<file path="src/logic/lbss_map.svh">
/*
  Offsets, field positions, masks and reset values of the legacy BIOS
  segment steering block. Assumes an 8-bit configuration address space.
*/
`ifndef LBSS_MAP_SVH
`define LBSS_MAP_SVH

// ****************************************************************
// register offsets in configuration space
// ****************************************************************
`define LBSS_OFF_C0_C7 8'h91
`define LBSS_OFF_C8_CF 8'h92
`define LBSS_OFF_D0_D7 8'h93

// ****************************************************************
// field layout and reset
// ****************************************************************
`define LBSS_LO_LSB 0
`define LBSS_HI_LSB 4
`define LBSS_WR_MASK 8'h33
`define LBSS_RST_VAL 8'h00

// ****************************************************************
// segment numbering: address bits 19:14, 16 KB each
// ****************************************************************
`define LBSS_SEG_FIRST 6'h30
`define LBSS_SEG_LAST 6'h35

`endif

</file>
<file path="src/logic/lbss_pkg.sv">
/*
  Types of the legacy BIOS segment steering block.
  Assumes nothing of its surroundings.
*/
`default_nettype none
package lbss_pkg;

  // steering code held in each attribute field
  typedef enum logic [1:0] {
    LBSS_ATTR_LINK_ONLY = 2'b00,
    LBSS_ATTR_READ_ONLY = 2'b01,
    LBSS_ATTR_WRITE_ONLY = 2'b10,
    LBSS_ATTR_NORMAL = 2'b11
  } lbss_attr_e;

  typedef logic [7:0] lbss_reg_t;

endpackage : lbss_pkg
`default_nettype wire

</file>
<file path="src/logic/lbss_seg_decode.sv">
/*
  Combinational segment decode: picks the attribute field that covers a
  host address. Assumes a 20-bit legacy address below 1 MB.
*/
`timescale 1ns/1ns
`default_nettype none
`include "lbss_map.svh"

module lbss_seg_decode (
  // host address
  input wire logic [19:0] host_addr,
  // stored attribute registers
  input wire lbss_pkg::lbss_reg_t attr_c0_c7,
  input wire lbss_pkg::lbss_reg_t attr_c8_cf,
  input wire lbss_pkg::lbss_reg_t attr_d0_d7,
  // decode result
  output logic seg_hit,
  output logic [2:0] seg_num,
  output lbss_pkg::lbss_attr_e seg_attr
);

  logic [5:0] seg_idx;
  logic [5:0] seg_off;
  lbss_pkg::lbss_reg_t sel_reg;

  always_comb begin
    seg_idx = host_addr[19:14];
    seg_off = seg_idx - `LBSS_SEG_FIRST;
    seg_hit = (seg_idx >= `LBSS_SEG_FIRST) && (seg_idx <= `LBSS_SEG_LAST);
    seg_num = seg_off[2:0];
    case (seg_off[2:1])
      2'b00: sel_reg = attr_c0_c7;
      2'b01: sel_reg = attr_c8_cf;
      2'b10: sel_reg = attr_d0_d7;
      default: sel_reg = `LBSS_RST_VAL;
    endcase
    // odd segment takes the upper field
    if (seg_off[0]) begin
      seg_attr = lbss_pkg::lbss_attr_e'(sel_reg[`LBSS_HI_LSB +: 2]);
    end else begin
      seg_attr = lbss_pkg::lbss_attr_e'(sel_reg[`LBSS_LO_LSB +: 2]);
    end
  end

endmodule : lbss_seg_decode
`default_nettype wire

</file>
<file path="src/logic/lbss_top.sv">
/*
  Legacy BIOS shadow segment steering: three attribute registers in
  configuration space and the read/write routing of six 16 KB segments.
  Assumes config cycles and host cycles arrive as one-cycle strobes on clk,
  and the lock level comes from logic on the same clock.
*/
// What this block does
// - segment 0C0000-0C3FFF steered by low field of register 91h.
// - segment 0C4000-0C7FFF steered by high field of register 91h.
// - segment 0C8000-0CBFFF steered by low field of register 92h.
// - register 92h high field steers segment up to 0CFFFF, same codes.
// - segment 0D0000-0D3FFF steered by low field of register 93h.
// - segment 0D4000-0D7FFF steered by high field of register 93h.
// - code 00 sends all reads and writes to the link, never DRAM.
// - code 01 reads from DRAM, writes go to the link.
// - code 10 writes to DRAM, reads go to the link.
// - code 11 reads and writes both go to DRAM.
// - while lock mode is active, attribute writes are ignored.
`timescale 1ns/1ns
`default_nettype none
`include "lbss_map.svh"

module lbss_top (
  // clock and reset
  input wire logic clk,
  input wire logic sys_rst,
  // configuration access
  input wire logic cfg_wr,
  input wire logic cfg_rd,
  input wire logic [7:0] cfg_addr,
  input wire logic [7:0] cfg_wdata,
  output logic [7:0] cfg_rdata,
  output logic cfg_rvalid,
  // lock level
  input wire logic trusted_execution_lock_mode,
  // host access
  input wire logic host_req,
  input wire logic host_we,
  input wire logic [19:0] host_addr,
  // routing decision
  output logic route_valid,
  output logic route_hit,
  output logic route_dram,
  output logic route_south_bridge_link
);

  // ****************************************************************
  // attribute registers
  // ****************************************************************
  lbss_pkg::lbss_reg_t attr_c0_c7_q;
  lbss_pkg::lbss_reg_t attr_c8_cf_q;
  lbss_pkg::lbss_reg_t attr_d0_d7_q;
  logic wr_ok;

  // locked writes are dropped silently, no error is reported
  assign wr_ok = cfg_wr && !trusted_execution_lock_mode;

  always_ff @(posedge clk) begin
    if (sys_rst) begin
      attr_c0_c7_q <= `LBSS_RST_VAL;
    end else if (wr_ok && cfg_addr == `LBSS_OFF_C0_C7) begin
      attr_c0_c7_q <= cfg_wdata & `LBSS_WR_MASK;
    end
  end

  always_ff @(posedge clk) begin
    if (sys_rst) begin
      attr_c8_cf_q <= `LBSS_RST_VAL;
    end else if (wr_ok && cfg_addr == `LBSS_OFF_C8_CF) begin
      // upper field stays writable although marked reserved
      attr_c8_cf_q <= cfg_wdata & `LBSS_WR_MASK;
    end
  end

  always_ff @(posedge clk) begin
    if (sys_rst) begin
      attr_d0_d7_q <= `LBSS_RST_VAL;
    end else if (wr_ok && cfg_addr == `LBSS_OFF_D0_D7) begin
      attr_d0_d7_q <= cfg_wdata & `LBSS_WR_MASK;
    end
  end

  // ****************************************************************
  // configuration read
  // ****************************************************************
  logic [7:0] cfg_rdata_q;
  logic cfg_rvalid_q;

  // offsets outside this block read as zero here
  always_ff @(posedge clk) begin
    if (sys_rst) begin
      cfg_rdata_q <= 8'h00;
      cfg_rvalid_q <= 1'b0;
    end else begin
      cfg_rvalid_q <= cfg_rd;
      if (cfg_rd) begin
        case (cfg_addr)
          `LBSS_OFF_C0_C7: cfg_rdata_q <= attr_c0_c7_q;
          `LBSS_OFF_C8_CF: cfg_rdata_q <= attr_c8_cf_q;
          `LBSS_OFF_D0_D7: cfg_rdata_q <= attr_d0_d7_q;
          default: cfg_rdata_q <= 8'h00;
        endcase
      end
    end
  end

  assign cfg_rdata = cfg_rdata_q;
  assign cfg_rvalid = cfg_rvalid_q;

  // ****************************************************************
  // host steering
  // ****************************************************************
  logic seg_hit;
  logic [2:0] seg_num;
  lbss_pkg::lbss_attr_e seg_attr;

  lbss_seg_decode u_decode (
    .host_addr(host_addr),
    .attr_c0_c7(attr_c0_c7_q),
    .attr_c8_cf(attr_c8_cf_q),
    .attr_d0_d7(attr_d0_d7_q),
    .seg_hit(seg_hit),
    .seg_num(seg_num),
    .seg_attr(seg_attr)
  );

  // bit 0 of the code enables reads to DRAM, bit 1 writes
  function automatic logic lbss_to_dram(input lbss_pkg::lbss_attr_e attr,
                                         input logic we);
    case (attr)
      lbss_pkg::LBSS_ATTR_LINK_ONLY: lbss_to_dram = 1'b0;
      lbss_pkg::LBSS_ATTR_READ_ONLY: lbss_to_dram = !we;
      lbss_pkg::LBSS_ATTR_WRITE_ONLY: lbss_to_dram = we;
      lbss_pkg::LBSS_ATTR_NORMAL: lbss_to_dram = 1'b1;
      default: lbss_to_dram = 1'b0;
    endcase
  endfunction : lbss_to_dram

  logic route_valid_q;
  logic route_hit_q;
  logic route_dram_q;
  logic route_link_q;

  // one cycle from request to decision; addresses outside the six
  // segments leave both routes low for the rest of the decoder
  always_ff @(posedge clk) begin
    if (sys_rst) begin
      route_valid_q <= 1'b0;
      route_hit_q <= 1'b0;
      route_dram_q <= 1'b0;
      route_link_q <= 1'b0;
    end else begin
      route_valid_q <= host_req;
      route_hit_q <= host_req && seg_hit;
      route_dram_q <= host_req && seg_hit
                      && lbss_to_dram(seg_attr, host_we);
      route_link_q <= host_req && seg_hit
                      && !lbss_to_dram(seg_attr, host_we);
    end
  end

  assign route_valid = route_valid_q;
  assign route_hit = route_hit_q;
  assign route_dram = route_dram_q;
  assign route_south_bridge_link = route_link_q;
endmodule : lbss_top
`default_nettype wire

</file>
<file path="config.mk">
export PLATFORM = sky130hd
export DESIGN_NAME = lbss_top
export DESIGN_NICKNAME = d
export VERILOG_FILES = /design/src/logic/lbss_pkg.sv /design/src/logic/lbss_seg_decode.sv /design/src/logic/lbss_top.sv
export VERILOG_INCLUDE_DIRS = /design/src /design/src/logic
export SDC_FILE = /design/constraint.sdc
export NUM_CORES = 1
export LEC_CHECK = 0
export ABC_AREA = 1
export BUFFER_PORTS_ARGS = -buffer_cell sky130_fd_sc_hd__buf_2
export CORE_MARGIN = 10
export CORE_UTILIZATION = 47
export CTS_CLUSTER_DIAMETER = 50
export CTS_CLUSTER_SIZE = 14
export DETAILED_ROUTE_END_ITERATION = 10
export PLACE_DENSITY = 0.83
export SYNTH_ARGS = -nofsm -noshare
export SYNTH_HDL_FRONTEND = slang
export SYNTH_SLANG_ARGS = --single-unit
</file>
<file path="constraint.sdc">
create_clock -name clk -period 1.6 [get_ports clk]
set_input_delay 0.32 -clock clk [delete_from_list [all_inputs] [get_ports clk]]
set_output_delay 0.32 -clock clk [all_outputs]
set_load 0.005 [all_outputs]
</file>
Word-level counts from Yosys, hierarchy flattened
Cells that the tools add are included.
{"block": "totals", "ff_bits": 25, "in_bits": 43, "word_cells": 38}
{"block": "op_classes", "n_addsub": 1, "order_cmp": 2, "n_eq_ne": 8, "n_mux": 5, "n_reduce_logical": 13}
{"op": "$pmux W6 S3", "n": 2}
{"op": "$eq A8 B8 Y1 const B", "n": 3}
{"op": "$logic_and A1 B1 Y1", "n": 8}
{"op": "$eq A2 B2 Y1 const B", "n": 3}
{"op": "$ge A6 B6 Y1 const B", "n": 1}
{"op": "$le A6 B6 Y1 const B", "n": 1}
{"op": "$eq A2 B1 Y1 const B", "n": 2}
{"op": "$logic_not A2 Y1", "n": 2}
{"op": "$pmux W1 S4", "n": 1}
{"op": "$logic_not A1 Y1", "n": 3}
{"op": "$sub A3 B1 Y3 const B", "n": 1}
{"op": "$mux W2", "n": 1}
{"op": "$mux W1", "n": 1}

Logic depth before layout (Yosys ltp)
Gate-level depths: netlist (run 1).
{"block": "depth", "word_depth": 9, "depth_mapped": 8, "mapped_depth_nobuf": 7}

Cells and area by module
A second synthesis (run 1) with hierarchy kept.
{"block": "hier_totals", "hier_cells": 158, "hier_area_um2": 1132.3}
{"mod": "lbss_top", "n_inst": 1, "cells_each": 127, "area_per_inst_um2": 985.9}
{"mod": "lbss_seg_decode", "n_inst": 1, "cells_each": 31, "area_per_inst_um2": 146.4}

Least setup slack after synthesis (run 1)
OpenSTA, ideal clock, no wires.
{"block": "synth_timing", "path_kind": "in2reg", "startpoint": "input cfg_addr[2]", "endpoint": "register attr_d0_d7_q[0]", "setup_time_ns": 0.123, "t_arrival_ns": 0.986, "t_required_ns": 1.477, "path_slack_ns": 0.490, "stages": 6, "path_buffers": 0, "path_cell_list": "inv_1 > nand2_4 > nor2_4 > nand3_1 > o21ai_0 > a21oi_1"}
{"block": "synth_via", "elab_chain_cells": 2}
{"element": "start, declared", "line_no": "lbss_top.sv:30", "rtl": "input wire logic [7:0] cfg_addr,"}
{"element": "$eq A8 B8 Y1"}
{"element": "$logic_and A1 B1 Y1 (no source line)"}
{"element": "end signal, assigned", "line_no": "lbss_top.sv:77", "rtl": "attr_d0_d7_q <= `LBSS_RST_VAL;"}
{"element": "end signal, assigned", "line_no": "lbss_top.sv:79", "rtl": "attr_d0_d7_q <= cfg_wdata & `LBSS_WR_MASK;"}
{"element": "end, declared", "line_no": "lbss_top.sv:52", "rtl": "lbss_pkg::lbss_reg_t attr_d0_d7_q;"}
No other way between the ends.
A chain may end at the register's enable or synchronous reset.

Final worst setup path (run 1)
{"block": "layout_timing", "startpoint": "register cfg_rdata_q[1] (netlist: cfg_rdata[1])", "endpoint": "output cfg_rdata[1]"}
{"element": "start, declared", "line_no": "lbss_top.sv:86", "rtl": "logic [7:0] cfg_rdata_q;"}
{"element": "start signal, assigned", "line_no": "lbss_top.sv:98", "rtl": "`LBSS_OFF_C0_C7: cfg_rdata_q <= attr_c0_c7_q;"}
{"element": "start signal, assigned", "line_no": "lbss_top.sv:99", "rtl": "`LBSS_OFF_C8_CF: cfg_rdata_q <= attr_c8_cf_q;"}
{"element": "start signal, assigned", "line_no": "lbss_top.sv:100", "rtl": "`LBSS_OFF_D0_D7: cfg_rdata_q <= attr_d0_d7_q;"}
{"element": "end, declared", "line_no": "lbss_top.sv:32", "rtl": "output logic [7:0] cfg_rdata,"}
No word-level cell between the ends.

==> results.md, run 1 <==
- Pwr/cell area: 704 nW/um2
- Library cells used by synthesis: 17
- Clock sinks: 21
- CP Depth: 1
- Starting Density: 0.483
- First-pass GRT wire length: 4380 um
- Final wirelength: 2550 um
- Final setup TNS: 0 ns
- Pint: 664 uW
- Top area cells in the synthesized netlist: dfxtp_1 40%, nand3_1 14%, inv_1 9.3%
- Logic pwr share: 0.116
- IR drop worst, VDD: 0.983 mV
- Setup Crit Path Kind: reg2out
- Seq pwr share: 0.595
- Status: completed
- Clock Skew: 0.0157 ns
- RSZ-0062 raised after global routing: no
- CP required: 1.28 ns
- Hold Path Cell Cnt: 3
- # IOs: 56
- Die height: 67.2 um
- Startpoint type of the worst setup path: flop
- Core Area: 2170 um2
- CP max stage cell: dfxtp_1
- Crit-path leading delay family: flip-flops
- Non-filler instance count after layout: 212
- FF-to-FF path depth: 4
- Routed Antenna Nets: 0
- Average wire per standard cell: 12.0 um
- Synth top area share: 0.401
- Worst setup margin: 0.525 ns
- Critical Path Fanout Max: 2
- Slew Limit Fails: 0
- Total GRT Usage: 0.120
- Syn avg cell area: 7.08 um2
- Cell type with the largest total area after synthesis: dfxtp_1
- Total gr overflow: 0
- Vias in the first global route: 1,058
- Placer Congestion: 0.816
- CTS root buffer: clkbuf_4
- CP arrival: 0.76 ns
- Largest net degree at the start of global routing: 14
- Number of max-cap violations: 0
- TritonRoute pass-1 iters: 4
- Nets: 228
- Row count: 17
- Min Tclk post-route: 1.08 ns
- Leakage: 0.569 nW
- Hold Buf Count CTS: 0
- Clock buffer depth: 2
- Total number of vias: 1,060
- Final Setup Violations: 0
- Initial antenna violation count: 0
- Placed cells: 208
- Cell area after layout: 1260 um2
- Inserted Clock Buffers: 3
- Width of the die: 67.2 um
- Sw Ratio: 0.251
- Ratio of cells with drive above 1 in the final layout: 0.245
- Setup Buffers After CTS: 0
- Final hold vios: 0
- Ant. Diodes: 0
- Crit path largest cell delay: 0.34 ns
- Area grow syn2layout: 20.2%
- Worst path cell trace: buf_2
- Placed cell areas: 1230 um2
- CTS tree: done
- Via density: 5.00
- Post-synthesis sequential area ratio: 0.401
- Worst hold path class: in2reg
- Total die area: 4520 um2
- Worst-case hold slack: 0.204 ns
- Post-synthesis instance total: 148
- DRC Markers: 0
- Switch Pwr: 222 uW
- Fmax: 930 MHz
- Worst Path Buf+Inv: 1
- Clock share of power: 0.289
- Drt first-iter violations: 71
- Dpl ws: 0.213 ns
- Yosys warnings: 0
- CP endpoint kind: output pin
- CTS HTree Levels: 1
- IO Port Bufs: 33
- Mapped Area: 1050 um2
- Worst-skew pair later-pin latency: 0.31 ns
- Clock transition at path regs: 0.12 ns
- Period utilization: 0.672
- Post-synthesis register bit count: 21
- Dpl hpwl: 2160 um
- Post_cts resized: 0
-- layout by cell type, fill, tap and decap left out, drive strengths merged --
master and n:
conb 4, o21ai 12, nor2 9, clkinvlp 1, clkbuf 3, a21oi 19
inv 26, and3 1, dfxtp 21, nand4 2, nand2 20, nand3 30
buf 35, nand3b 1
-- state kept, by name, summed over array words and instances, names as in the netlist --
register / cells
attr_c8_cf_q: 4
cfg_rvalid: 1
route_hit: 1
attr_d0_d7_q: 4
attr_c0_c7_q: 4
route_dram: 1
route_south_bridge_link: 1
cfg_rdata: 4
route_valid: 1
-- worst paths after layout --
kind / endpoint / from / slack [ns]
worst max register to register: route_dram / attr_d0_d7_q[4] / 0.67
worst max-delay path: cfg_rdata[1] / cfg_rdata[1] / 0.52
worst min register to register: cfg_rdata[0] / cfg_rdata[0] / 0.47
worst min-delay path: route_valid / host_req / 0.20
-- cell usage after synthesis (all sizes together) --
| library cell | n |
|---|---|
| nand2 | 20 |
| nand4 | 2 |
| nand3 | 30 |
| a21oi | 19 |
| nand3b | 1 |
| clkbuf | 1 |
| inv | 26 |
| conb | 1 |
| nor2 | 9 |
| dfxtp | 21 |
| and3 | 1 |
| buf | 5 |
| o21ai | 12 |
-- power by group through the flow --
stage / logic (mW) / registers [mW] / clock network (mW)
6_report: 0.103 / 0.528 / 0.256
3_5_place_dp: 0.102 / 0.539 / 0
4_1_cts: 0.102 / 0.528 / 0.264
5_1_grt: 0.116 / 0.529 / 0.295
2_1_floorplan: 0.0585 / 0.540 / 0
3_3_place_gp: 0.0973 / 0.539 / 0
-- area by class of cell --
| cell class | instances | area, um2 |
|---|---|---|
| Tap cell | 28 | 35.0 |
| Inverter | 26 | 97.6 |
| Fill cell | 225 | 911 |
| Timing Repair Buffer | 35 | 180 |
| Clock buffer | 3 | 22.5 |
| Clock inverter | 1 | 7.51 |
| Sequential cell | 21 | 420 |
| Multi-Input combinational cell | 98 | 495 |
-- worst reg2reg max path, delay by kind of cell (launching register included) --
kind / cells / cell delay, ns
flip-flops: 1 / 0.43
AND/OR/NAND/NOR: 3 / 0.29
AO/OA/AOI/OAI: 1 / 0.15
-- metrics by stage --
| stage | power, mW | util |
|---|---|---|
| final | 0.886 | 0.580 |
| after global routing | 0.939 | 0.580 |
| after CTS | 0.894 | 0.580 |
| after detailed placement | 0.641 | 0.566 |
| after global placement | 0.636 | 0.566 |
| after floorplan | 0.598 | - |
-- kinds of logic (layout without fill, tap and decap cells) --
logic type / after synthesis / after routing / synth area share
buffers and inverters: 32 / 65 / 0.136
other: 1 / 4 / 0.00358
DFF: 21 / 21 / 0.401
AOI/OAI and AO/OA: 31 / 31 / 0.148
and+or+nand+nor: 63 / 63 / 0.311
-- layer usage --
layer  wire length (um)  vias to the layer above  track usage
met4                 23                        0       0.0231
met2               1360                       43        0.231
li1                   -                      547            -
met3                231                        3       0.0529
met1                935                      467        0.117
met5                  0                        -            0
Power figures use the tool's default switching activity.
==> run 2, diff against run 1 <==
--- a/config.mk
+++ b/config.mk
@@ -9,11 +9,11 @@
 export ABC_AREA = 1
 export BUFFER_PORTS_ARGS = -buffer_cell sky130_fd_sc_hd__buf_2
 export CORE_MARGIN = 10
-export CORE_UTILIZATION = 47
+export CORE_UTILIZATION = 44
 export CTS_CLUSTER_DIAMETER = 50
 export CTS_CLUSTER_SIZE = 14
 export DETAILED_ROUTE_END_ITERATION = 10
-export PLACE_DENSITY = 0.83
+export PLACE_DENSITY = 0.79
 export SYNTH_ARGS = -nofsm -noshare
 export SYNTH_HDL_FRONTEND = slang
 export SYNTH_SLANG_ARGS = --single-unit
==> constraint.sdc (replaced) <==
create_clock -name clk -period 1 [get_ports clk]
set_input_delay 0.2 -clock clk [delete_from_list [all_inputs] [get_ports clk]]
set_output_delay 0.2 -clock clk [all_outputs]
set_load 0.005 [all_outputs]
==> run 2 against run 1 <==
- core utilization is 1.6 points higher
- clock skew shrank 0.0089 ns
- die area rose by 4.8%
- critical path depth unchanged
==> results.md, run 2 (synthesis gave the netlist of run 1 again) <==
- Status: completed
- Ratio of cells with drive above 1 in the final layout: 0.309
- CP arrival: 0.76 ns
- Row count: 17
- Logic pwr share: 0.125
- Total die area: 4730 um2
- Slew Limit Fails: 0
- Routed Antenna Nets: 0
- DRC Markers: 0
- Area grow syn2layout: 27.2%
- Worst-skew pair later-pin latency: 0.31 ns
- Placer Congestion: 0.884
- Average wire per standard cell: 12.5 um
- CTS tree: done
- Most common cell after layout, fill and taps aside: buf_2
- Largest net degree at the start of global routing: 13
- Via density: 5.04
- Die height: 68.8 um
- Clock share of power: 0.287
- Starting Density: 0.469
- Worst path cell trace: buf_2
- Pint: 1.07 mW
- First-pass GRT wire length: 4590 um
- Hold Buf Count CTS: 0
- Number of max-cap violations: 0
- Clock buffer depth: 2
- Inserted Clock Buffers: 3
- Total GRT Usage: 0.125
- Leakage: 0.611 nW
- Nets: 235
- Critical Path Fanout Max: 2
- Final setup TNS: 0 ns
- Fmax: 1040 MHz
- CP endpoint kind: output pin
- Initial antenna violation count: 0
- Final wirelength: 2750 um
- Core Area: 2230 um2
- CP required: 0.80 ns
- Final hold vios: 0
- Worst Path Buf+Inv: 1
- # IOs: 56
- CTS HTree Levels: 1
- Crit path largest cell delay: 0.34 ns
- Vias in the first global route: 1,101
- Dpl hpwl: 2310 um
- RSZ-0062 raised after global routing: yes
- Sw Ratio: 0.255
- Ant. Diodes: 0
- Clock transition at path regs: 0.12 ns
- Drt first-iter violations: 69
- Period utilization: 0.964
- Startpoint type of the worst setup path: flop
- TritonRoute pass-1 iters: 4
- IR drop worst, VDD: 0.793 mV
- Width of the die: 68.8 um
- Most frequent cells in the layout: 31 x buf_2, 30 x nand3_1, 26 x inv_1
- Setup Crit Path Kind: reg2out
- CTS root buffer: clkbuf_4
- Clock sinks: 21
- Total number of vias: 1,103
- Final Setup Violations: 0
- Total chip power: 1.44 mW
- Seq pwr share: 0.588
- Clock Skew: 0.00681 ns
- Crit-path leading delay family: flip-flops
- Pwr/cell area: 1080 nW/um2
- Min Tclk post-route: 0.964 ns
- Total gr overflow: 0
- CP max stage cell: dfxtp_2
- Worst hold path class: in2reg
- IO Port Bufs: 33
- Switch Pwr: 366 uW
-- run 2: cell type report --
| type | count | area (um2) |
|---|---|---|
| fill | 204 | 901 |
| clock buffer | 3 | 22.5 |
| tap | 28 | 35.0 |
| timing repair buffer | 42 | 245 |
| sequential | 21 | 428 |
| inverter | 26 | 97.6 |
| multi-input combinational | 98 | 499 |
| clock inverter | 1 | 5.00 |
-- run 2: per-stage QoR --
| step | std cells | area (um2) | worst slack (ns) | utilization | hold WS, ns |
|---|---|---|---|---|---|
| after floorplan | 151 | 1060 | 0.0102 | - | 0.269 |
| after global placement | 215 | 1280 | -0.129 | 0.574 | 0.397 |
| after detailed placement | 215 | 1280 | -0.201 | 0.574 | 0.409 |
| after CTS | 219 | 1310 | 0.0175 | 0.586 | 0.0788 |
| after global routing | 219 | 1330 | -0.00954 | 0.597 | 0.101 |
| final | 219 | 1330 | 0.0358 | 0.597 | 0.0887 |
-- run 2: repair_timing --
item	in CTS	in global routing
buffers inserted	0	0
gates resized for setup	0	9
endpoints found under the hold margin	0	0
setup endpoints to repair	0	7
-- run 2: worst paths after layout --
path / from / to / slack [ns] / cells after the start
setup / recovery: cfg_rdata[4] / cfg_rdata[4] / 0.04 / 1
hold / removal: host_req / route_valid / 0.09 / 3
setup reg to reg: attr_c0_c7_q[5] / route_south_bridge_link / 0.12 / 5
hold reg to reg: cfg_rdata[4] / cfg_rdata[4] / 0.47 / 2
-- run 2: per-layer routing --
layer,GRT usage,vias up,wire [um]
li1,-,563,-
met1,0.131,496,1040
met2,0.222,35,1440
met3,0.0338,9,186
met4,0.0665,0,73
met5,0,-,0
-- run 2: worst register-to-register path, stage by stage (launching register included) --
cell and delay, ns:
dfxtp_1 0.37, a21oi_2 0.15, nand3_1 0.09, nand3_1 0.10
nand2_1 0.06, nor2_1 0.07
-- run 2: power groups by stage --
stage | Combinational, mW | Sequential [mW] | Clock, mW
finish | 0.179 | 0.844 | 0.412
global route | 0.202 | 0.846 | 0.469
CTS | 0.176 | 0.844 | 0.425
detailed placement | 0.175 | 0.863 | 0
global placement | 0.168 | 0.863 | 0
floorplan | 0.0937 | 0.864 | 0
